`config.mk`:
```
export PLATFORM = sky130hd
export DESIGN_NAME = voltage_ladder_ref_control
export DESIGN_NICKNAME = d
export VERILOG_FILES = /design/src/ladder_ref_pkg.sv /design/src/ladder_axi_slave.sv /design/src/ladder_tap_decode.sv /design/src/voltage_ladder_ref_control.sv
export VERILOG_INCLUDE_DIRS = /design/src
export SDC_FILE = /design/constraint.sdc
export NUM_CORES = 1
export LEC_CHECK = 0
export ABC_AREA = 1
export ABC_CLOCK_PERIOD_IN_PS = 1900
export BUFFER_PORTS_ARGS = -buffer_cell sky130_fd_sc_hd__buf_4
export CAP_MARGIN = 20
export CELL_PAD_IN_SITES_DETAIL_PLACEMENT = 0
export CELL_PAD_IN_SITES_GLOBAL_PLACEMENT = 2
export CORE_MARGIN = 4
export CORE_UTILIZATION = 24
export CTS_CLUSTER_DIAMETER = 50
export CTS_CLUSTER_SIZE = 16
export DETAILED_ROUTE_END_ITERATION = 10
export GPL_ROUTABILITY_DRIVEN = 0
export PLACE_DENSITY_LB_ADDON = 0.1
export SLEW_MARGIN = 10
export SYNTH_ARGS = -nofsm -noshare
export SYNTH_HDL_FRONTEND = slang
export SYNTH_SLANG_ARGS = --single-unit
```
`constraint.sdc`:
```
create_clock -name aclk -period 1.9 [get_ports aclk]
set_input_delay 0.38 -clock aclk [delete_from_list [all_inputs] [get_ports aclk]]
set_output_delay 0.38 -clock aclk [all_outputs]
set_load 0.01 [all_outputs]
```
`src/ladder_ref_regs.svh`:
```
`ifndef LADDER_REF_REGS_SVH
`define LADDER_REF_REGS_SVH

// Register byte addresses
`define REF_CONTROL_MAIN_ADDR   8'h00
`define REF_LEVEL_SELECT_ADDR   8'h04
`define SLEEP_STATUS_ADDR       8'h08

// ref_control_main fields
`define LADDER_ENABLE_BIT       7
`define LOW_POWER_END_BIT       6
`define REF_PIN_OE_BIT          5
`define POS_SRC_MSB             3
`define POS_SRC_LSB             2
`define CONTROL_MAIN_MASK       8'hec

// ref_level_select fields
`define LEVEL_CODE_MSB          4
`define LEVEL_CODE_LSB          0
`define LEVEL_SELECT_MASK       8'h1f

// Reset values
`define CONTROL_MAIN_RESET      8'h00
`define LEVEL_SELECT_RESET      8'h00

// Level code extremes
`define LEVEL_CODE_ALL_ONES     5'h1f
`define LEVEL_CODE_ALL_ZEROS    5'h00

// AXI responses
`define RESP_OKAY               2'h0
`define RESP_SLVERR             2'h2

`endif

```
`src/ladder_ref_pkg.sv`:
```
package ladder_ref_pkg;

    typedef enum logic [1:0] {
        SRC_SUPPLY    = 2'h0,
        SRC_EXT_PIN   = 2'h1,
        SRC_FIXED_BUF = 2'h2,
        SRC_RESERVED  = 2'h3
    } pos_source_e;

    typedef enum logic [2:0] {
        LADDER_OFF     = 3'h1,
        LADDER_ACTIVE  = 3'h2,
        LADDER_CLAMPED = 3'h4
    } ladder_mode_e;

endpackage

```
`src/ladder_axi_slave.sv`:
```
`timescale 1ns/1ns
`include "ladder_ref_regs.svh"

module ladder_axi_slave #(
    parameter int ADDR_WIDTH = 8
) (
    // Clock and reset
    input  wire logic                  aclk,
    input  wire logic                  aresetn,
    // AXI4-Lite write
    input  wire logic [ADDR_WIDTH-1:0] s_axi_awaddr,
    input  wire logic                  s_axi_awvalid,
    output      logic                  s_axi_awready,
    input  wire logic [31:0]           s_axi_wdata,
    input  wire logic [3:0]            s_axi_wstrb,
    input  wire logic                  s_axi_wvalid,
    output      logic                  s_axi_wready,
    output      logic [1:0]            s_axi_bresp,
    output      logic                  s_axi_bvalid,
    input  wire logic                  s_axi_bready,
    // AXI4-Lite read
    input  wire logic [ADDR_WIDTH-1:0] s_axi_araddr,
    input  wire logic                  s_axi_arvalid,
    output      logic                  s_axi_arready,
    output      logic [31:0]           s_axi_rdata,
    output      logic [1:0]            s_axi_rresp,
    output      logic                  s_axi_rvalid,
    input  wire logic                  s_axi_rready,
    // Register side
    output      logic                  wr_pulse,
    output      logic [ADDR_WIDTH-1:0] wr_addr,
    output      logic [7:0]            wr_data,
    output      logic [ADDR_WIDTH-1:0] rd_addr,
    input  wire logic [7:0]            rd_data,
    input  wire logic                  rd_hit,
    input  wire logic                  wr_hit
);

    initial begin
        if (ADDR_WIDTH < 4)
            $error("ADDR_WIDTH too small");
    end

    typedef struct packed {
        logic                  aw_full;
        logic [ADDR_WIDTH-1:0] aw_addr;
        logic                  w_full;
        logic [7:0]            w_data;
        logic                  w_lane0;
        logic                  bvalid;
        logic [1:0]            bresp;
        logic                  rvalid;
        logic [31:0]           rdata;
        logic [1:0]            rresp;
    } axi_state_s;

    axi_state_s st_reg;
    axi_state_s st_next;
    logic       do_write;

    // Write fires once both halves are held and no response is pending
    assign do_write      = st_reg.aw_full && st_reg.w_full && !st_reg.bvalid;
    assign s_axi_awready = !st_reg.aw_full;
    assign s_axi_wready  = !st_reg.w_full;
    assign s_axi_arready = !st_reg.rvalid;
    assign s_axi_bvalid  = st_reg.bvalid;
    assign s_axi_bresp   = st_reg.bresp;
    assign s_axi_rvalid  = st_reg.rvalid;
    assign s_axi_rdata   = st_reg.rdata;
    assign s_axi_rresp   = st_reg.rresp;
    assign wr_pulse      = do_write && wr_hit && st_reg.w_lane0;
    assign wr_addr       = st_reg.aw_addr;
    assign wr_data       = st_reg.w_data;
    assign rd_addr       = s_axi_araddr;

    always_comb begin
        st_next = st_reg;
        if (s_axi_awvalid && !st_reg.aw_full) begin
            st_next.aw_full = 1'b1;
            st_next.aw_addr = s_axi_awaddr;
        end
        if (s_axi_wvalid && !st_reg.w_full) begin
            st_next.w_full  = 1'b1;
            st_next.w_data  = s_axi_wdata[7:0];
            st_next.w_lane0 = s_axi_wstrb[0];
        end
        if (do_write) begin
            st_next.aw_full = 1'b0;
            st_next.w_full  = 1'b0;
            st_next.bvalid  = 1'b1;
            st_next.bresp   = wr_hit ? `RESP_OKAY : `RESP_SLVERR;
        end
        if (st_reg.bvalid && s_axi_bready)
            st_next.bvalid = 1'b0;
        if (st_reg.rvalid && s_axi_rready)
            st_next.rvalid = 1'b0;
        if (s_axi_arvalid && !st_reg.rvalid) begin
            st_next.rvalid = 1'b1;
            st_next.rdata  = {24'h000000, rd_data};
            st_next.rresp  = rd_hit ? `RESP_OKAY : `RESP_SLVERR;
        end
    end

    always_ff @(posedge aclk) begin
        if (!aresetn)
            st_reg <= '0;
        else
            st_reg <= st_next;
    end

endmodule

```
`src/ladder_tap_decode.sv`:
```
`timescale 1ns/1ns
`include "ladder_ref_regs.svh"

module ladder_tap_decode #(
    parameter int LEVELS = 32
) (
    // Registered control fields
    input  wire logic                      enable,
    input  wire logic                      low_power_end,
    input  wire logic [$clog2(LEVELS)-1:0] level_code,
    // Ladder controls
    output      logic [LEVELS-1:0]         tap_select,
    output      logic                      pos_end_connect,
    output      logic                      neg_end_connect,
    output      logic                      clamp_to_pos,
    output      logic                      clamp_to_neg
);

    initial begin
        if (LEVELS != 32)
            $error("Ladder is built with 32 taps");
    end

    localparam int CW = $clog2(LEVELS);

    // One-hot tap; tap k gives neg + (pos - neg) * k / 32
    for (genvar k = 0; k < LEVELS; k++) begin : g_tap
        assign tap_select[k] = enable && (level_code == CW'(k));
    end

    // Disabled ladder drops one end to save current
    assign neg_end_connect = enable || !low_power_end;
    assign pos_end_connect = enable || low_power_end;
    assign clamp_to_pos    = !enable && low_power_end && (level_code == `LEVEL_CODE_ALL_ONES);
    assign clamp_to_neg    = !enable && !low_power_end && (level_code == `LEVEL_CODE_ALL_ZEROS);

endmodule

```
`src/voltage_ladder_ref_control.sv`:
```
// Local design decisions: the AXI4-Lite register port and the register addresses.
`timescale 1ns/1ns
`include "ladder_ref_regs.svh"

// Functional notes
// - The ladder offers 32 levels picked by a 5-bit level code in the second register.
// - Bit 7 of the first register enables the ladder when set and disables it when clear.
// - While enabled the chosen tap gives ground plus the source span times the code over 32.
// - Disabled with the low-power bit set and code all ones, the output clamps to the positive source.
// - Disabled with the low-power bit clear and code all zeros, the output clamps to ground.
// - Bit 6 picks which end is cut: set cuts the negative end, clear cuts the positive end.
// - Bit 5 routes the reference to the output pin and forces its digital driver and input off.
// - A digital read of the output pin returns zero while it carries the reference.
// - Bits 3-2 pick the positive source: supply, external pin, fixed buffer two; code 11 is reserved.
// - The level code occupies bits 4-0 of the second register.
// - Unimplemented bits read as zero in both registers.
// - Waking from sleep leaves the first register unchanged.
// - Any device reset disables the ladder, releases the pin and clears the level code.

module voltage_ladder_ref_control #(
    parameter int ADDR_WIDTH = 8,
    parameter int LEVELS     = 32
) (
    // Clock and reset
    input  wire logic                      aclk,
    input  wire logic                      aresetn,
    // AXI4-Lite write
    input  wire logic [ADDR_WIDTH-1:0]     s_axi_awaddr,
    input  wire logic                      s_axi_awvalid,
    output      logic                      s_axi_awready,
    input  wire logic [31:0]               s_axi_wdata,
    input  wire logic [3:0]                s_axi_wstrb,
    input  wire logic                      s_axi_wvalid,
    output      logic                      s_axi_wready,
    output      logic [1:0]                s_axi_bresp,
    output      logic                      s_axi_bvalid,
    input  wire logic                      s_axi_bready,
    // AXI4-Lite read
    input  wire logic [ADDR_WIDTH-1:0]     s_axi_araddr,
    input  wire logic                      s_axi_arvalid,
    output      logic                      s_axi_arready,
    output      logic [31:0]               s_axi_rdata,
    output      logic [1:0]                s_axi_rresp,
    output      logic                      s_axi_rvalid,
    input  wire logic                      s_axi_rready,
    // Sleep status from power control
    input  wire logic                      sleep_active,
    // Output pin digital path
    input  wire logic                      pin_digital_in,
    input  wire logic                      port_drive_en,
    output      logic                      pin_read_value,
    output      logic                      pin_driver_oe_n,
    output      logic                      pin_input_enable,
    output      logic                      ref_output_pin_connect,
    // Ladder and source controls
    output      logic [LEVELS-1:0]         tap_select,
    output      logic                      pos_end_connect,
    output      logic                      neg_end_connect,
    output      logic                      clamp_to_pos,
    output      logic                      clamp_to_neg,
    output      logic [2:0]                pos_source_onehot,
    output      logic                      ladder_enable_out
);

    localparam int CW = $clog2(LEVELS);

    initial begin
        if (LEVELS != 32)
            $error("Level code is fixed at 5 bits");
    end

    typedef struct packed {
        logic [7:0]                  control_main;
        logic [7:0]                  level_select;
        logic                        ladder_enable;
        logic                        low_power_end_select;
        logic                        ref_pin_output_enable;
        ladder_ref_pkg::pos_source_e positive_source_select;
        logic [CW-1:0]               level_code;
        ladder_ref_pkg::ladder_mode_e mode;
        logic                        pin_sync1;
        logic                        pin_sync2;
        logic                        sleep_sync1;
        logic                        sleep_sync2;
        logic                        pin_read;
        logic                        source_fault;
    } ctrl_state_s;

    ctrl_state_s st_reg;
    ctrl_state_s st_next;

    logic                  wr_pulse;
    logic [ADDR_WIDTH-1:0] wr_addr;
    logic [7:0]            wr_data;
    logic [ADDR_WIDTH-1:0] rd_addr;
    logic [7:0]            rd_data;
    logic                  rd_hit;
    logic                  wr_hit;

    function automatic logic is_mapped(input logic [ADDR_WIDTH-1:0] a);
        is_mapped = (a == `REF_CONTROL_MAIN_ADDR) || (a == `REF_LEVEL_SELECT_ADDR) ||
                    (a == `SLEEP_STATUS_ADDR);
    endfunction

    assign wr_hit = (wr_addr == `REF_CONTROL_MAIN_ADDR) || (wr_addr == `REF_LEVEL_SELECT_ADDR);
    assign rd_hit = is_mapped(rd_addr);

    always_comb begin
        case (rd_addr)
            `REF_CONTROL_MAIN_ADDR:  rd_data = st_reg.control_main & `CONTROL_MAIN_MASK;
            `REF_LEVEL_SELECT_ADDR:  rd_data = st_reg.level_select & `LEVEL_SELECT_MASK;
            `SLEEP_STATUS_ADDR:      rd_data = {6'h00, st_reg.source_fault, st_reg.sleep_sync2};
            default:                 rd_data = 8'h00;
        endcase
    end

    ladder_axi_slave #(
        .ADDR_WIDTH (ADDR_WIDTH)
    ) u_axi (
        .aclk          (aclk),
        .aresetn       (aresetn),
        .s_axi_awaddr  (s_axi_awaddr),
        .s_axi_awvalid (s_axi_awvalid),
        .s_axi_awready (s_axi_awready),
        .s_axi_wdata   (s_axi_wdata),
        .s_axi_wstrb   (s_axi_wstrb),
        .s_axi_wvalid  (s_axi_wvalid),
        .s_axi_wready  (s_axi_wready),
        .s_axi_bresp   (s_axi_bresp),
        .s_axi_bvalid  (s_axi_bvalid),
        .s_axi_bready  (s_axi_bready),
        .s_axi_araddr  (s_axi_araddr),
        .s_axi_arvalid (s_axi_arvalid),
        .s_axi_arready (s_axi_arready),
        .s_axi_rdata   (s_axi_rdata),
        .s_axi_rresp   (s_axi_rresp),
        .s_axi_rvalid  (s_axi_rvalid),
        .s_axi_rready  (s_axi_rready),
        .wr_pulse      (wr_pulse),
        .wr_addr       (wr_addr),
        .wr_data       (wr_data),
        .rd_addr       (rd_addr),
        .rd_data       (rd_data),
        .rd_hit        (rd_hit),
        .wr_hit        (wr_hit)
    );

    always_comb begin
        st_next = st_reg;
        // Sleep entry and exit never touch the registers
        if (wr_pulse && wr_addr == `REF_CONTROL_MAIN_ADDR)
            st_next.control_main = wr_data & `CONTROL_MAIN_MASK;
        if (wr_pulse && wr_addr == `REF_LEVEL_SELECT_ADDR)
            st_next.level_select = wr_data & `LEVEL_SELECT_MASK;
        // Analog controls follow the registers one edge later
        st_next.ladder_enable          = st_reg.control_main[`LADDER_ENABLE_BIT];
        st_next.low_power_end_select   = st_reg.control_main[`LOW_POWER_END_BIT];
        st_next.ref_pin_output_enable  = st_reg.control_main[`REF_PIN_OE_BIT];
        st_next.positive_source_select =
            ladder_ref_pkg::pos_source_e'(st_reg.control_main[`POS_SRC_MSB:`POS_SRC_LSB]);
        st_next.level_code             = st_reg.level_select[`LEVEL_CODE_MSB:`LEVEL_CODE_LSB];
        case (st_reg.mode)
            ladder_ref_pkg::LADDER_OFF,
            ladder_ref_pkg::LADDER_ACTIVE,
            ladder_ref_pkg::LADDER_CLAMPED: begin
                if (st_next.ladder_enable)
                    st_next.mode = ladder_ref_pkg::LADDER_ACTIVE;
                else if (clamp_next(st_next.low_power_end_select, st_next.level_code))
                    st_next.mode = ladder_ref_pkg::LADDER_CLAMPED;
                else
                    st_next.mode = ladder_ref_pkg::LADDER_OFF;
            end
            default: st_next.mode = ladder_ref_pkg::LADDER_OFF;
        endcase
        // Pin and sleep cross in through two flops
        st_next.pin_sync1   = pin_digital_in;
        st_next.pin_sync2   = st_reg.pin_sync1;
        st_next.sleep_sync1 = sleep_active;
        st_next.sleep_sync2 = st_reg.sleep_sync1;
        st_next.pin_read    = st_next.ref_pin_output_enable ? 1'b0 : st_reg.pin_sync2;
        // Sticky flag for the reserved source code; set wins, cleared by rewrite
        st_next.source_fault = (st_reg.source_fault &&
            !(wr_pulse && wr_addr == `REF_CONTROL_MAIN_ADDR)) ||
            (st_next.control_main[`POS_SRC_MSB:`POS_SRC_LSB] == 2'h3);
    end

    function automatic logic clamp_next(input logic lp, input logic [CW-1:0] code);
        clamp_next = (lp && code == `LEVEL_CODE_ALL_ONES) || (!lp && code == `LEVEL_CODE_ALL_ZEROS);
    endfunction

    always_ff @(posedge aclk) begin
        if (!aresetn) begin
            st_reg      <= '0;
            st_reg.mode <= ladder_ref_pkg::LADDER_OFF;
        end else begin
            st_reg <= st_next;
        end
    end

    ladder_tap_decode #(
        .LEVELS (LEVELS)
    ) u_tap (
        .enable          (st_reg.ladder_enable),
        .low_power_end   (st_reg.low_power_end_select),
        .level_code      (st_reg.level_code),
        .tap_select      (tap_select),
        .pos_end_connect (pos_end_connect),
        .neg_end_connect (neg_end_connect),
        .clamp_to_pos    (clamp_to_pos),
        .clamp_to_neg    (clamp_to_neg)
    );

    // Reserved source code selects nothing rather than a random path
    always_comb begin
        case (st_reg.positive_source_select)
            ladder_ref_pkg::SRC_SUPPLY:    pos_source_onehot = 3'h1;
            ladder_ref_pkg::SRC_EXT_PIN:   pos_source_onehot = 3'h2;
            ladder_ref_pkg::SRC_FIXED_BUF: pos_source_onehot = 3'h4;
            default:                       pos_source_onehot = 3'h0;
        endcase
    end

    assign ladder_enable_out      = st_reg.ladder_enable;
    assign ref_output_pin_connect = st_reg.ref_pin_output_enable;
    assign pin_driver_oe_n        = !(port_drive_en && !st_reg.ref_pin_output_enable);
    assign pin_input_enable       = !st_reg.ref_pin_output_enable;
    assign pin_read_value         = st_reg.pin_read;

    // Checks
    property p_enable_follows;
        @(posedge aclk) disable iff (!aresetn)
        (wr_pulse && wr_addr == `REF_CONTROL_MAIN_ADDR) |-> ##2 (ladder_enable_out == $past(wr_data[7], 2));
    endproperty
    a_enable_follows: assert property (p_enable_follows) else $error("Enable did not follow write");

    property p_pin_reads_zero;
        @(posedge aclk) disable iff (!aresetn)
        (ref_output_pin_connect && $past(ref_output_pin_connect)) |-> !pin_read_value;
    endproperty
    a_pin_reads_zero: assert property (p_pin_reads_zero) else $error("Pin read not zero");

    property p_pin_override;
        @(posedge aclk) disable iff (!aresetn)
        ref_output_pin_connect |-> (pin_driver_oe_n && !pin_input_enable);
    endproperty
    a_pin_override: assert property (p_pin_override) else $error("Pin buffers not overridden");

    property p_single_tap;
        @(posedge aclk) disable iff (!aresetn)
        ladder_enable_out |-> ($onehot(tap_select) && tap_select[st_reg.level_code]);
    endproperty
    a_single_tap: assert property (p_single_tap) else $error("Tap select wrong");

    property p_clamp_pos;
        @(posedge aclk) disable iff (!aresetn)
        (!ladder_enable_out && st_reg.low_power_end_select && st_reg.level_code == 5'h1f)
            |-> (clamp_to_pos && !neg_end_connect && tap_select == '0);
    endproperty
    a_clamp_pos: assert property (p_clamp_pos) else $error("No clamp to positive");

    property p_clamp_neg;
        @(posedge aclk) disable iff (!aresetn)
        (!ladder_enable_out && !st_reg.low_power_end_select && st_reg.level_code == 5'h00)
            |-> (clamp_to_neg && !pos_end_connect);
    endproperty
    a_clamp_neg: assert property (p_clamp_neg) else $error("No clamp to negative");

    property p_unimpl_zero;
        @(posedge aclk) disable iff (!aresetn)
        s_axi_rvalid |-> (s_axi_rdata[31:8] == 24'h000000 && st_reg.control_main[4] == 1'b0 &&
                          st_reg.control_main[1:0] == 2'h0 && st_reg.level_select[7:5] == 3'h0);
    endproperty
    a_unimpl_zero: assert property (p_unimpl_zero) else $error("Unimplemented bit set");

    property p_sleep_keeps;
        @(posedge aclk) disable iff (!aresetn)
        (!wr_pulse && $changed(st_reg.sleep_sync2)) |-> $stable(st_reg.control_main);
    endproperty
    a_sleep_keeps: assert property (p_sleep_keeps) else $error("Sleep changed control");

    property p_reset_clears;
        @(posedge aclk) $rose(aresetn) |-> (!ladder_enable_out && !ref_output_pin_connect &&
                                             st_reg.level_code == 5'h00);
    endproperty
    a_reset_clears: assert property (p_reset_clears) else $error("Reset did not clear");

    property p_level_lag;
        @(posedge aclk) disable iff (!aresetn)
        (wr_pulse && wr_addr == `REF_LEVEL_SELECT_ADDR) |-> ##2 (st_reg.level_code == $past(wr_data[4:0], 2));
    endproperty
    a_level_lag: assert property (p_level_lag) else $error("Level code lag wrong");

    property p_source_onehot;
        @(posedge aclk) disable iff (!aresetn)
        (st_reg.positive_source_select != ladder_ref_pkg::SRC_RESERVED) |-> $onehot(pos_source_onehot);
    endproperty
    a_source_onehot: assert property (p_source_onehot) else $error("Source select not one-hot");

    property p_pin_lag;
        @(posedge aclk) disable iff (!aresetn)
        (wr_pulse && wr_addr == `REF_CONTROL_MAIN_ADDR) |-> ##2 (ref_output_pin_connect == $past(wr_data[5], 2));
    endproperty
    a_pin_lag: assert property (p_pin_lag) else $error("Pin connect lag wrong");

    c_enable: cover property (@(posedge aclk) disable iff (!aresetn) $rose(ladder_enable_out));
    c_clamp_pos: cover property (@(posedge aclk) disable iff (!aresetn) clamp_to_pos);
    c_clamp_neg: cover property (@(posedge aclk) disable iff (!aresetn) clamp_to_neg && !ladder_enable_out);
    c_pin_out: cover property (@(posedge aclk) disable iff (!aresetn) ref_output_pin_connect);

endmodule

```
==> impl_results.rst, run 1 <==
.. list-table::
   :header-rows: 1

   * - Metric
     - Value
   * - Result of the run
     - finished clean
   * - CTS buffer count
     - 9
   * - Period utilisation layout
     - 93.89%
   * - Mean instance size in the synthesized netlist
     - 6.979 um2
   * - TritonCTS sink count
     - 57
   * - Worst min-delay path category
     - in -> reg
   * - Sequential share of the synthesized area
     - 42.58%
   * - Post-route antenna net violation count
     - 0
   * - Worst Skew
     - 10.87 ps
   * - Combinational fraction of design power
     - 10.8%
   * - Highest metal layer with signal wires
     - met4
   * - Clock input transition at the sequential cells of the worst setup and hold paths
     - 70 ps
   * - Diode insertion count for antenna repair
     - 0
   * - Data required time of the critical path
     - 1520 ps
   * - Sequential share of power
     - 49.4%
   * - Count of buffers added by post-CTS timing repair for setup
     - 0
   * - Commonest cells after routing, fill and taps aside
     - 97 x buf_4, 68 x nand2_1, 66 x nor2_1
   * - Sw Pwr
     - 697.6 uW
   * - Main synth FF type
     - dfxtp_1
   * - Via count
     - 2399
   * - Slowest cell on the critical path
     - dfxtp_1
   * - Horizontal die dimension
     - 113.7 um
   * - Unrepaired setup endpoints after global routing
     - true
   * - Source-to-sink clock delay at the later pin of the worst-skew pair
     - 340 ps
   * - Post-Place Worst Slack
     - 308.4 ps
   * - Cell family with most CP delay
     - simple AND/OR/NAND/NOR gates
   * - H-tree level count
     - 3
   * - Die H
     - 113.7 um
   * - Crit path time final
     - 1784 ps
   * - Number of warning messages in the yosys log
     - 0
   * - Post-detailed-route wirelength per cell
     - 11.10 um
   * - Finish-stage setup viols
     - 0
   * - Post-layout util
     - 32.64%
   * - Max-cap violations
     - 0
   * - Number of distinct library cells after synthesis
     - 27
   * - Post-synth EDFFs
     - 0
   * - Largest register FFs
     - 12
   * - Count of non-filler cells in the finished layout
     - 616
   * - Row count
     - 38
   * - Clock power share
     - 39.7%
   * - Most common cell after layout, fill and taps aside
     - buf_4
   * - Cell Int Power
     - 1867 uW
   * - Fraction of layout cells with a size suffix above 1
     - 28.15%
   * - Via count of the first global-routing pass
     - 2314
   * - DRC violations left
     - 0
   * - Leakage power
     - 0.001699 uW
   * - Maximum number of pins on one net before global-route repair
     - 23
   * - Detailed placement HPWL
     - 5350 um
   * - Total overflow reported by the global router
     - 0
   * - Starting utilization of the core area
     - 24.62%
   * - Clock Path Buffers
     - 2
   * - Minimum setup slack in the final design
     - 116.2 ps
   * - Worst Path Class, Setup
     - reg -> out
   * - Antenna violations before repair
     - 0
   * - Max-slew violation count
     - 0
   * - Cell breakdown of the critical path
     - or2_2 -> nor3_1 -> buf_4
   * - Clk root buf
     - clkbuf_8
   * - Post-Layout Inst Area
     - 3553 um2
   * - Total buffers and inverters traversed by the critical path
     - 1
   * - Peak supply drop
     - 0.2954 mV
   * - Length of routed met2 wiring
     - 3005 um
   * - Area of placed instances
     - 3361 um2
   * - Switching power share of the total
     - 27.20%
   * - Number of search-and-repair iterations in the first detailed-routing pass
     - 4
   * - Peak per-stage delay on the critical path
     - 350 ps
   * - Final Net Count
     - 533
   * - Total routed wire length on the met1 layer
     - 3187 um
   * - Critical path launch point type
     - flip-flop
   * - Placed instance count
     - 600
   * - TritonCTS clock tree
     - yes
   * - Routed WL
     - 6840 um
   * - Maximum achievable frequency
     - 0.5606 GHz
   * - Flip-flop and latch count after synthesis
     - 57
   * - Critical path peak fanout
     - 5
   * - Share of synthesized registers carrying an async set or reset
     - 0%
   * - Met3 routed wirelength
     - 545 um
   * - Total of buffers placed on input and output ports
     - 93
   * - Global-route wire length before repair
     - 10760 um
   * - Via count normalized by instance count
     - 3.894
   * - I/O pin total
     - 147
   * - Floorplan die area
     - 12920 um2
   * - Summed instance area of the synthesized netlist
     - 2680 um2
   * - Number of DRC markers in iteration 0
     - 118
   * - P&R area growth vs syn
     - 32.59%
   * - Total global routing track utilization
     - 10.42%
   * - Pwr/cell area
     - 721.9 nW/um2
   * - Final Hold Viols
     - 0
   * - Number of cells produced by synthesis
     - 384
   * - Worst EP arrival
     - 1400 ps
   * - Critical Path End Type
     - output pin
   * - Area of the core region
     - 10890 um2
==> stage by stage <==
stage          hold WS, ps  total power [uW]  setup TNS, ps
6_report             220.4              2565              0
5_1_grt              208.1              2706         -22.77
4_1_cts              202.2              2613              0
3_5_place_dp         400.4              1576              0
3_3_place_gp         399.5              1574              0
2_1_floorplan        390.5              1504              0
==> layer usage <==
metal	vias up	GRT usage, %
met5	-	0
met4	0	3.606
met3	11	3.767
met2	73	16.37
met1	1023	13.22
li1	1292	-
==> Yosys cell counts (all sizes together) (3+ instances only) <==
cell	n	area (um2)
inv	53	198.9
clkbuf	8	30.03
nand4	3	40.04
nand2	72	275.3
nand3	5	25.02
a21oi	30	150.1
nor3	6	46.30
nor2	72	277.8
buf	38	286.5
o21ai	32	160.2
dfxtp	57	1141
==> worst min-delay path, delay by kind of cell <==
family / cells / cell delay (ps)
buf+inv: 2 / 110
simple gates: 1 / 40
==> power groups by stage <==
stage	clock network [uW]	logic [uW]	registers, uW
2_1_floorplan	0	212	1290
3_3_place_gp	0	279	1300
3_5_place_dp	0	281	1290
4_1_cts	1060	282	1270
5_1_grt	1120	315	1270
6_report	1020	278	1270
==> layout make-up <==
type / count / area (um2)
Sequential cell: 57 / 1141
Fill cell: 1226 / 7335
Clock buffer: 10 / 137.6
Timing Repair Buffer: 97 / 728.2
Multi-Input combinational cell: 252 / 1126
Inverter: 54 / 202.7
Tap cell: 140 / 175.2
Clock inverter: 6 / 42.54
==> final timing paths <==
kind	startpoint	to	slack [ps]	cells past startpoint
worst max-delay path	ladder_enable_out	clamp_to_neg	120	3
worst min-delay path	pin_digital_in	st_next[4]	220	3
worst max register to register	u_axi.s_axi_bvalid	st_next[9]	370	4
worst min register to register	st_next[4]	st_reg[4]	410	2
==> cell families (layout without fill, tap and decap cells) <==
group | after synthesis | count (layout) | share of synthesized area, %
compound gates | 65 | 65 | 12.42
buf+inv | 100 | 167 | 19.37
other cells | 1 | 26 | 0.1399
flops | 57 | 57 | 42.58
simple gates | 161 | 161 | 25.49
==> what timing repair did <==
action	in CTS	in global routing
setup endpoints to repair	0	32
hold buffers	0	0
hold endpoints to repair	0	0
gates resized for setup	0	5
(Power assumes the default switching activity.)
==> run 2: changes to the inputs <==
--- a/config.mk
+++ b/config.mk
@@ -13,13 +13,15 @@
 export CELL_PAD_IN_SITES_DETAIL_PLACEMENT = 0
 export CELL_PAD_IN_SITES_GLOBAL_PLACEMENT = 2
 export CORE_MARGIN = 4
-export CORE_UTILIZATION = 24
+export CORE_UTILIZATION = 25
 export CTS_CLUSTER_DIAMETER = 50
-export CTS_CLUSTER_SIZE = 16
+export CTS_CLUSTER_SIZE = 40
 export DETAILED_ROUTE_END_ITERATION = 10
 export GPL_ROUTABILITY_DRIVEN = 0
+export MAX_ROUTING_LAYER = met4
 export PLACE_DENSITY_LB_ADDON = 0.1
 export SLEW_MARGIN = 10
 export SYNTH_ARGS = -nofsm -noshare
 export SYNTH_HDL_FRONTEND = slang
+export SYNTH_HIERARCHICAL = 1
 export SYNTH_SLANG_ARGS = --single-unit
==> run 2 against run 1 <==
  * Maximum frequency is 3.6% higher
  * Routed wire length rose by 3.0%
  * Highest routed layer unchanged
  * Clock skew fell by 3.6 ps
  * Largest power group is now clock
  * Global-route usage grew 0.29 points
  * Combinational power up 20%
  * Die area is 6.8% higher
  * Sequential share of layout area is 1.3 points lower
  * Critical endpoint is now tap_select[26]
==> impl_results.rst, run 2 <==
.. list-table::
   :header-rows: 1

   * - Metric
     - Value
   * - Top post-synthesis cells by area
     - dfxtp_1 38%, buf_4 16%, nor2_1 13%
   * - Starting utilization of the core area
     - 25.90% (+1.3 points)
   * - Post-detailed-route wirelength per cell
     - 11.23 um (+1.2%)
   * - Met3 routed wirelength
     - 490 um (-10%)
   * - Peak supply drop
     - 0.3186 mV (+7.9%)
   * - Total of buffers placed on input and output ports
     - 93 (unchanged)
   * - Source-to-sink clock delay at the later pin of the worst-skew pair
     - 320 ps (-20 ps)
   * - Setup_tns
     - 0 ps (unchanged)
   * - Worst reg-to-reg setup slack
     - 260 ps (-110 ps)
   * - Total global routing track utilization
     - 10.71% (+0.29 points)
   * - Highest metal layer with signal wires
     - met4
   * - Number of DRC markers in iteration 0
     - 111 (-5.9%)
   * - Number of cells produced by synthesis
     - 422 (+9.9%)
   * - Via count normalized by instance count
     - 3.989 (+2.4%)
   * - Cell breakdown of the critical path
     - inv_1 -> nor2_1 -> nand2_1 -> nor2_1 -> buf_4
   * - H-tree level count
     - 3 (unchanged)
   * - Share of synthesized registers carrying an async set or reset
     - 0% (unchanged)
   * - Cell taking the most area after synthesis
     - dfxtp_1
   * - Unrepaired setup endpoints after global routing
     - false
   * - Count of buffers added by post-CTS timing repair for setup
     - 0 (unchanged)
   * - Post-Layout Inst Area
     - 3706 um2 (+4.3%)
   * - Clock Path Buffers
     - 2 (unchanged)
   * - Number of warning messages in the yosys log
     - 6 (+6)
   * - Number of search-and-repair iterations in the first detailed-routing pass
     - 4 (unchanged)
   * - Cell family with most CP delay
     - simple AND/OR/NAND/NOR gates
   * - Crit path time final
     - 1722 ps (-61.63 ps)
   * - Total buffers and inverters traversed by the critical path
     - 2 (+1)
   * - Period utilisation layout
     - 90.64% (-3.2 points)
   * - Global-route wire length before repair
     - 11790 um (+9.6%)
   * - Endpoint of the worst register-to-register path
     - st_next[13]
   * - I/O pin total
     - 147 (unchanged)
   * - Max-cap violations
     - 0 (unchanged)
   * - Total overflow reported by the global router
     - 0 (unchanged)
   * - Cell seen most often among critical-path stages
     - nor2_1
   * - Number of cells on the worst hold path
     - 3 (unchanged)
   * - Critical Path End Type
     - output pin
   * - Worst flop-to-flop path startpoint
     - u_axi/wr_addr[1]
   * - Sequential share of the synthesized area
     - 38.10% (-4.5 points)
   * - Via count of the first global-routing pass
     - 2464 (+6.5%)
   * - Maximum achievable frequency
     - 0.5807 GHz (+3.6%)
   * - Layout filler cell count
     - 1291 (+5.3%)
   * - Most instantiated cells after synthesis
     - 104 x nor2_1, 63 x nand2_1, 62 x buf_4
   * - Slowest cell on the critical path
     - dfxtp_1
   * - Maximum number of pins on one net before global-route repair
     - 53 (+130%)
   * - Post-synth EDFFs
     - 0 (unchanged)
   * - Fraction of layout cells with a size suffix above 1
     - 29.55% (+1.4 points)
   * - Horizontal die dimension
     - 117.5 um (+3.3%)
   * - TritonCTS clock tree
     - yes
   * - Post-route antenna net violation count
     - 0 (unchanged)
   * - Worst Path Class, Setup
     - reg -> out
   * - Die H
     - 117.5 um (+3.3%)
   * - Leakage power
     - 0.001793 uW (+5.5%)
   * - CTS buffer count
     - 9 (unchanged)
   * - Total design power
     - 3000 uW (+17%)
   * - Critical path peak fanout
     - 4 (-1)
   * - Most common cell after layout, fill and taps aside
     - nor2_1
   * - Clock input transition at the sequential cells of the worst setup and hold paths
     - 50 ps (-20 ps)
   * - Tightest slew margin relative to the limit
     - 65.50%
   * - Max-slew violation count
     - 0 (unchanged)
   * - Pwr/cell area
     - 809.4 nW/um2 (+12%)
   * - Total routed wire length on the met1 layer
     - 3147 um (-1.3%)
   * - Clk root buf
     - clkbuf_16
   * - Number of distinct library cells after synthesis
     - 23 (-15%)
   * - Detailed placement HPWL
     - 5504 um (+2.9%)
   * - Flip-flop and latch count after synthesis
     - 57 (unchanged)
   * - Transition time of the tightest slew-check pin
     - 517.5 ps
   * - Result of the run
     - finished clean
   * - Most frequently used cell type in the post-synthesis netlist
     - nor2_1
   * - Critical path launch point type
     - flip-flop
   * - Area of placed instances
     - 3451 um2 (+2.7%)
   * - P&R area growth vs syn
     - 23.73%
   * - Antenna violations before repair
     - 0 (unchanged)
   * - Commonest cells after routing, fill and taps aside
     - 104 x nor2_1, 94 x buf_4, 63 x nand2_1
   * - Final Hold Viols
     - 0 (unchanged)
   * - Summed instance area of the synthesized netlist
     - 2995 um2 (+12%)
   * - Mean instance size in the synthesized netlist
     - 7.098 um2 (+1.7%)
   * - Worst reg-to-reg path cell count
     - 9 (+5)
   * - Finish-stage setup viols
     - 0 (unchanged)
   * - Worst EP arrival
     - 1340 ps (-60 ps)
   * - Diode insertion count for antenna repair
     - 0 (unchanged)
   * - Routed WL
     - 7043 um (+3.0%)
   * - Post-synth top area share
     - 38.10% (-4.5 points)
   * - Final Net Count
     - 544 (+2.1%)
   * - Length of routed met2 wiring
     - 3312 um (+10%)
   * - Area of the core region
     - 11560 um2 (+6.2%)
   * - Hold EP
     - st_next[4]
   * - Worst Min Path Start
     - pin_digital_in
   * - DRC violations left
     - 0 (unchanged)
   * - TritonCTS sink count
     - 57 (unchanged)
   * - Row count
     - 39 (+2.6%)
   * - Peak per-stage delay on the critical path
     - 360 ps (about the same)
   * - Worst Skew
     - 7.295 ps (-3.578 ps)
   * - Worst min-delay path category
     - in -> reg
   * - Floorplan die area
     - 13800 um2 (+6.8%)
   * - Main synth FF type
     - dfxtp_1
   * - Via count
     - 2501 (+4.3%)
   * - Largest register FFs
     - 12 (unchanged)
   * - Data required time of the critical path
     - 1520 ps (about the same)
-- run 2: changes by cell type after synthesis, moves of 9 or more --
cell     before  now
o21ai_2       0    9
nand3_1       5   14
nor2_1       69  104
a21oi_1      30   13
inv_1        48   38
buf_4        36   62
o21ai_0      31   20
-- run 2: repair_timing --
item / CTS / global route
hold buffers: 0 / 0
gates resized for setup: 0 / 1
setup endpoints to repair: 0 / 1
-- run 2: cell type report --
class | count | area [um2] | area share (%)
Inverter | 43 | 161.4 | 4.355
Tap cell | 143 | 178.9 | 4.828
Clock inverter | 1 | 5.005 | 0.1350
Sequential cell | 57 | 1141 | 30.79
Multi-Input combinational cell | 277 | 1267 | 34.20
Clock buffer | 12 | 246.5 | 6.651
Timing Repair Buffer | 94 | 705.7 | 19.04
-- run 2: worst max path at each step --
stage	endpoint	slack, ps	depth (start not counted)	from
final	tap_select[26]	180	5	st_reg[10]
after global placement	st_reg[0]	250	11	u_axi/wr_addr[1]
after detailed placement	st_reg[0]	250	11	u_axi/wr_addr[1]
after global routing	tap_select[29]	3	5	st_reg[9]
after floorplan	st_reg[0]	280	12	u_axi/wr_addr[1]
after CTS	tap_select[13]	140	5	st_reg[9]
-- run 2: cells by family (layout without fill, tap and decap cells) --
kind of cell           after synthesis  in the layout  share of synthesized area [%]
buffers and inverters              113            150                          22.85
flip-flops                          57             57                          38.10
other                                1             26                         0.1252
AND/OR/NAND/NOR                    207            207                          30.28
AO/OA/AOI/OAI                       44             44                          8.647
-- run 2: metal layers --
layer / global-route usage [%] / up-vias
li1: - / 1321
met1: 12.09 / 1090
met2: 17.74 / 80
met3: 3.700 / 10
met4: 3.736 / 0
met5: - / -
-- run 2: per-stage QoR --
step | setup WS [ps] | util [%] | cells | hold WS (ps)
floorplan | 284.0 | - | 447 | 390.5
global placement | 248.8 | 29.84 | 614 | 396.9
detailed placement | 254.1 | 29.84 | 614 | 407.7
CTS | 142.9 | 32.01 | 627 | 227.8
global route | 2.941 | 32.05 | 627 | 259.0
finish | 177.8 | 32.05 | 627 | 243.7
-- run 2: where the power goes --
part | switching (uW) | internal (uW) | leakage [uW] | total (uW)
Sequential | 33.7 | 1260 | 0.000467 | 1290
Clock | 486 | 889 | 0.000124 | 1370
Combinational | 196 | 138 | 0.00120 | 334
-- run 2: worst min-delay path: cells and delay by family --
| family | cells | cell delay, ps |
|---|---|---|
| simple gates | 1 | 40 |
| buf+inv | 2 | 120 |
==> run 3: changes to the inputs <==
--- a/config.mk
+++ b/config.mk
@@ -20,6 +20,7 @@
 export GPL_ROUTABILITY_DRIVEN = 0
 export MAX_ROUTING_LAYER = met4
 export PLACE_DENSITY_LB_ADDON = 0.1
+export SETUP_SLACK_MARGIN = 0.2
 export SLEW_MARGIN = 10
 export SYNTH_ARGS = -nofsm -noshare
 export SYNTH_HDL_FRONTEND = slang
==> run 3 against run 2 <==
  * Register-to-register slack better by 70 ps
  * Highest routed layer unchanged
  * Global-route usage did not move
  * Non-clock buffer count up 3
  * Via count increased by 0.12%
  * Flip-flop and latch count stayed put
  * First-iteration DRC count shrank 33%
  * Combinational power is 4% higher
  * Sequential power hardly changed
  * Sequential share of layout area down 0.46 points
  * Clock power about the same
  * Critical path depth decreased by 1
  * Critical endpoint is now tap_select[5]
  * Routed wire length down 0.18%
==> impl_results.rst, run 3 (same netlist as run 2, synthesis figures left out) <==
.. list-table::
   :header-rows: 1

   * - Metric
     - Value
   * - Period utilisation layout
     - 85.52% (-5.1 points)
   * - Post-Place Worst Slack
     - 254.1 ps (unchanged)
   * - Largest register FFs
     - 12 (unchanged)
   * - Worst Skew
     - 6.753 ps (-0.5418 ps)
   * - Die H
     - 117.5 um (unchanged)
   * - Critical path launch point type
     - flip-flop
   * - Data required time of the critical path
     - 1520 ps (about the same)
   * - Unrepaired setup endpoints after global routing
     - true
   * - Starting utilization of the core area
     - 25.90% (unchanged)
   * - Length of routed met2 wiring
     - 3325 um (+0.39%)
   * - Worst reg-to-reg path cell count
     - 11 (+2)
   * - Routed WL
     - 7030 um (-0.18%)
   * - Source-to-sink clock delay at the later pin of the worst-skew pair
     - 320 ps (about the same)
   * - Clk root buf
     - clkbuf_16
   * - DRC violations left
     - 0 (unchanged)
   * - Cell breakdown of the critical path
     - inv_1 -> nand2_2 -> nor2_1 -> buf_4
   * - Row count
     - 39 (unchanged)
   * - Total routed wire length on the met1 layer
     - 3119 um (-0.89%)
   * - Layout filler cell count
     - 1281 (-0.77%)
   * - Clock input transition at the sequential cells of the worst setup and hold paths
     - 50 ps (about the same)
   * - Final Hold Viols
     - 0 (unchanged)
   * - Number of DRC markers in iteration 0
     - 74 (-33%)
   * - TritonCTS clock tree
     - yes
   * - Via count
     - 2504 (+0.12%)
   * - Commonest cells after routing, fill and taps aside
     - 97 x buf_4, 96 x nor2_1, 62 x nand2_1
   * - P&R area growth vs syn
     - 26.44%
   * - H-tree level count
     - 3 (unchanged)
   * - Via count of the first global-routing pass
     - 2464 (unchanged)
   * - Minimum setup slack in the final design
     - 275.2 ps (+97.41 ps)
   * - Finish-stage setup viols
     - 0 (unchanged)
   * - Max-slew violation count
     - 0 (unchanged)
   * - Diode insertion count for antenna repair
     - 0 (unchanged)
   * - Pwr/cell area
     - 796.4 nW/um2 (-1.6%)
   * - I/O pin total
     - 147 (unchanged)
   * - Worst EP arrival
     - 1240 ps (-100 ps)
   * - Most common cell after layout, fill and taps aside
     - buf_4
   * - Floorplan die area
     - 13800 um2 (unchanged)
   * - Result of the run
     - finished clean
   * - Post-Layout Inst Area
     - 3787 um2 (+2.2%)
   * - Highest metal layer with signal wires
     - met4
   * - Total of buffers placed on input and output ports
     - 93 (unchanged)
   * - Setup_tns
     - 0 ps (unchanged)
   * - Footprint of the multi-input gates
     - 1319 um2 (+4.0%)
   * - Slowest cell on the critical path
     - dfxtp_1
   * - Worst Path Class, Setup
     - reg -> out
   * - Critical Path End Type
     - output pin
   * - Horizontal die dimension
     - 117.5 um (unchanged)
   * - Antenna violations before repair
     - 0 (unchanged)
   * - Number of cells on the worst hold path
     - 3 (unchanged)
   * - Area of the core region
     - 11560 um2 (unchanged)
   * - Total global routing track utilization
     - 10.71% (unchanged)
   * - Maximum number of pins on one net before global-route repair
     - 53 (unchanged)
   * - Leakage power
     - 0.001812 uW (+1.1%)
   * - Area of placed instances
     - 3451 um2 (unchanged)
   * - Peak supply drop
     - 0.3178 mV (-0.25%)
   * - CTS buffer count
     - 9 (unchanged)
   * - Seq. cell area
     - 1149 um2 (+0.66%)
   * - Final Net Count
     - 547 (+0.55%)
   * - Maximum achievable frequency
     - 0.6155 GHz (+6.0%)
   * - Global-route wire length before repair
     - 11790 um (unchanged)
   * - Clock Path Buffers
     - 2 (unchanged)
   * - Total overflow reported by the global router
     - 0 (unchanged)
   * - Transition time of the tightest slew-check pin
     - 515.6 ps (-1.875 ps)
   * - Worst min-delay path category
     - in -> reg
   * - Fraction of layout cells with a size suffix above 1
     - 33.26% (+3.7 points)
   * - Peak per-stage delay on the critical path
     - 360 ps (about the same)
   * - Tightest slew margin relative to the limit
     - 65.62% (+0.12 points)
   * - Post-route antenna net violation count
     - 0 (unchanged)
   * - Via count normalized by instance count
     - 3.975 (-0.36%)
   * - Post-detailed-route wirelength per cell
     - 11.16 um (-0.66%)
   * - Number of search-and-repair iterations in the first detailed-routing pass
     - 4 (unchanged)
   * - Detailed placement HPWL
     - 5504 um (unchanged)
   * - TritonCTS sink count
     - 57 (unchanged)
   * - Max-cap violations
     - 0 (unchanged)
   * - Crit path time final
     - 1625 ps (-97.41 ps)
   * - Met3 routed wirelength
     - 492 um (+0.41%)
   * - Critical path peak fanout
     - 16 (+12)
[run 3: cell count changes in the layout (fill, tap and decap cells not counted), sizes merged]
cell and change:
buf +3
[run 3: worst max-delay path, delay by kind of cell (launching register included)]
| family | cells | cell delay (ps) |
|---|---|---|
| flops | 1 | 360 |
| simple gates | 2 | 340 |
| buf+inv | 2 | 230 |
[run 3: layer usage]
layer / up-vias / track usage [%]
met1: 1084 / 12.09
met5: - / -
met4: 0 / 3.736
li1: 1328 / -
met2: 83 / 17.74
met3: 9 / 3.700
[run 3: worst paths after layout]
path                                  startpoint             to  slack, ps
worst max-delay path                  st_reg[13]  tap_select[5]        280
worst min-delay path              pin_digital_in     st_next[4]        250
worst max register to register  u_axi/wr_addr[0]      st_reg[0]        330
worst min register to register        st_next[4]      st_reg[4]        410
[run 3: final cells by class]
class | count | area share [%]
multi-input combinational | 277 | 34.82
tap | 143 | 4.724
sequential | 57 | 30.33
clock buffer | 12 | 6.508
inverter | 43 | 4.262
clock inverter | 1 | 0.1321
timing repair buffer | 97 | 19.23
[run 3: what timing repair did]
action	in CTS	in global routing
gates cloned	0	0
hold buffers	0	0
gates resized for setup	1	24
pin swaps	0	4
buffers inserted	0	3
setup endpoints to repair	23	45
[run 3: stage by stage]
step	total power, uW	util, %	hold slack [ps]	instances
floorplan	1634	-	390.5	447
CTS	3070	32.04	227.8	627
finish	3016	32.75	245.1	630
global placement	1647	29.84	396.9	614
global route	3157	32.75	259.0	630
detailed placement	1651	29.84	407.7	614
[run 3: power breakdown]
part           switching, uW  leakage [uW]  internal, uW
registers               35.4      0.000469          1260
logic                    199       0.00122           147
clock network            490      0.000124           889
total                    724       0.00181          2290
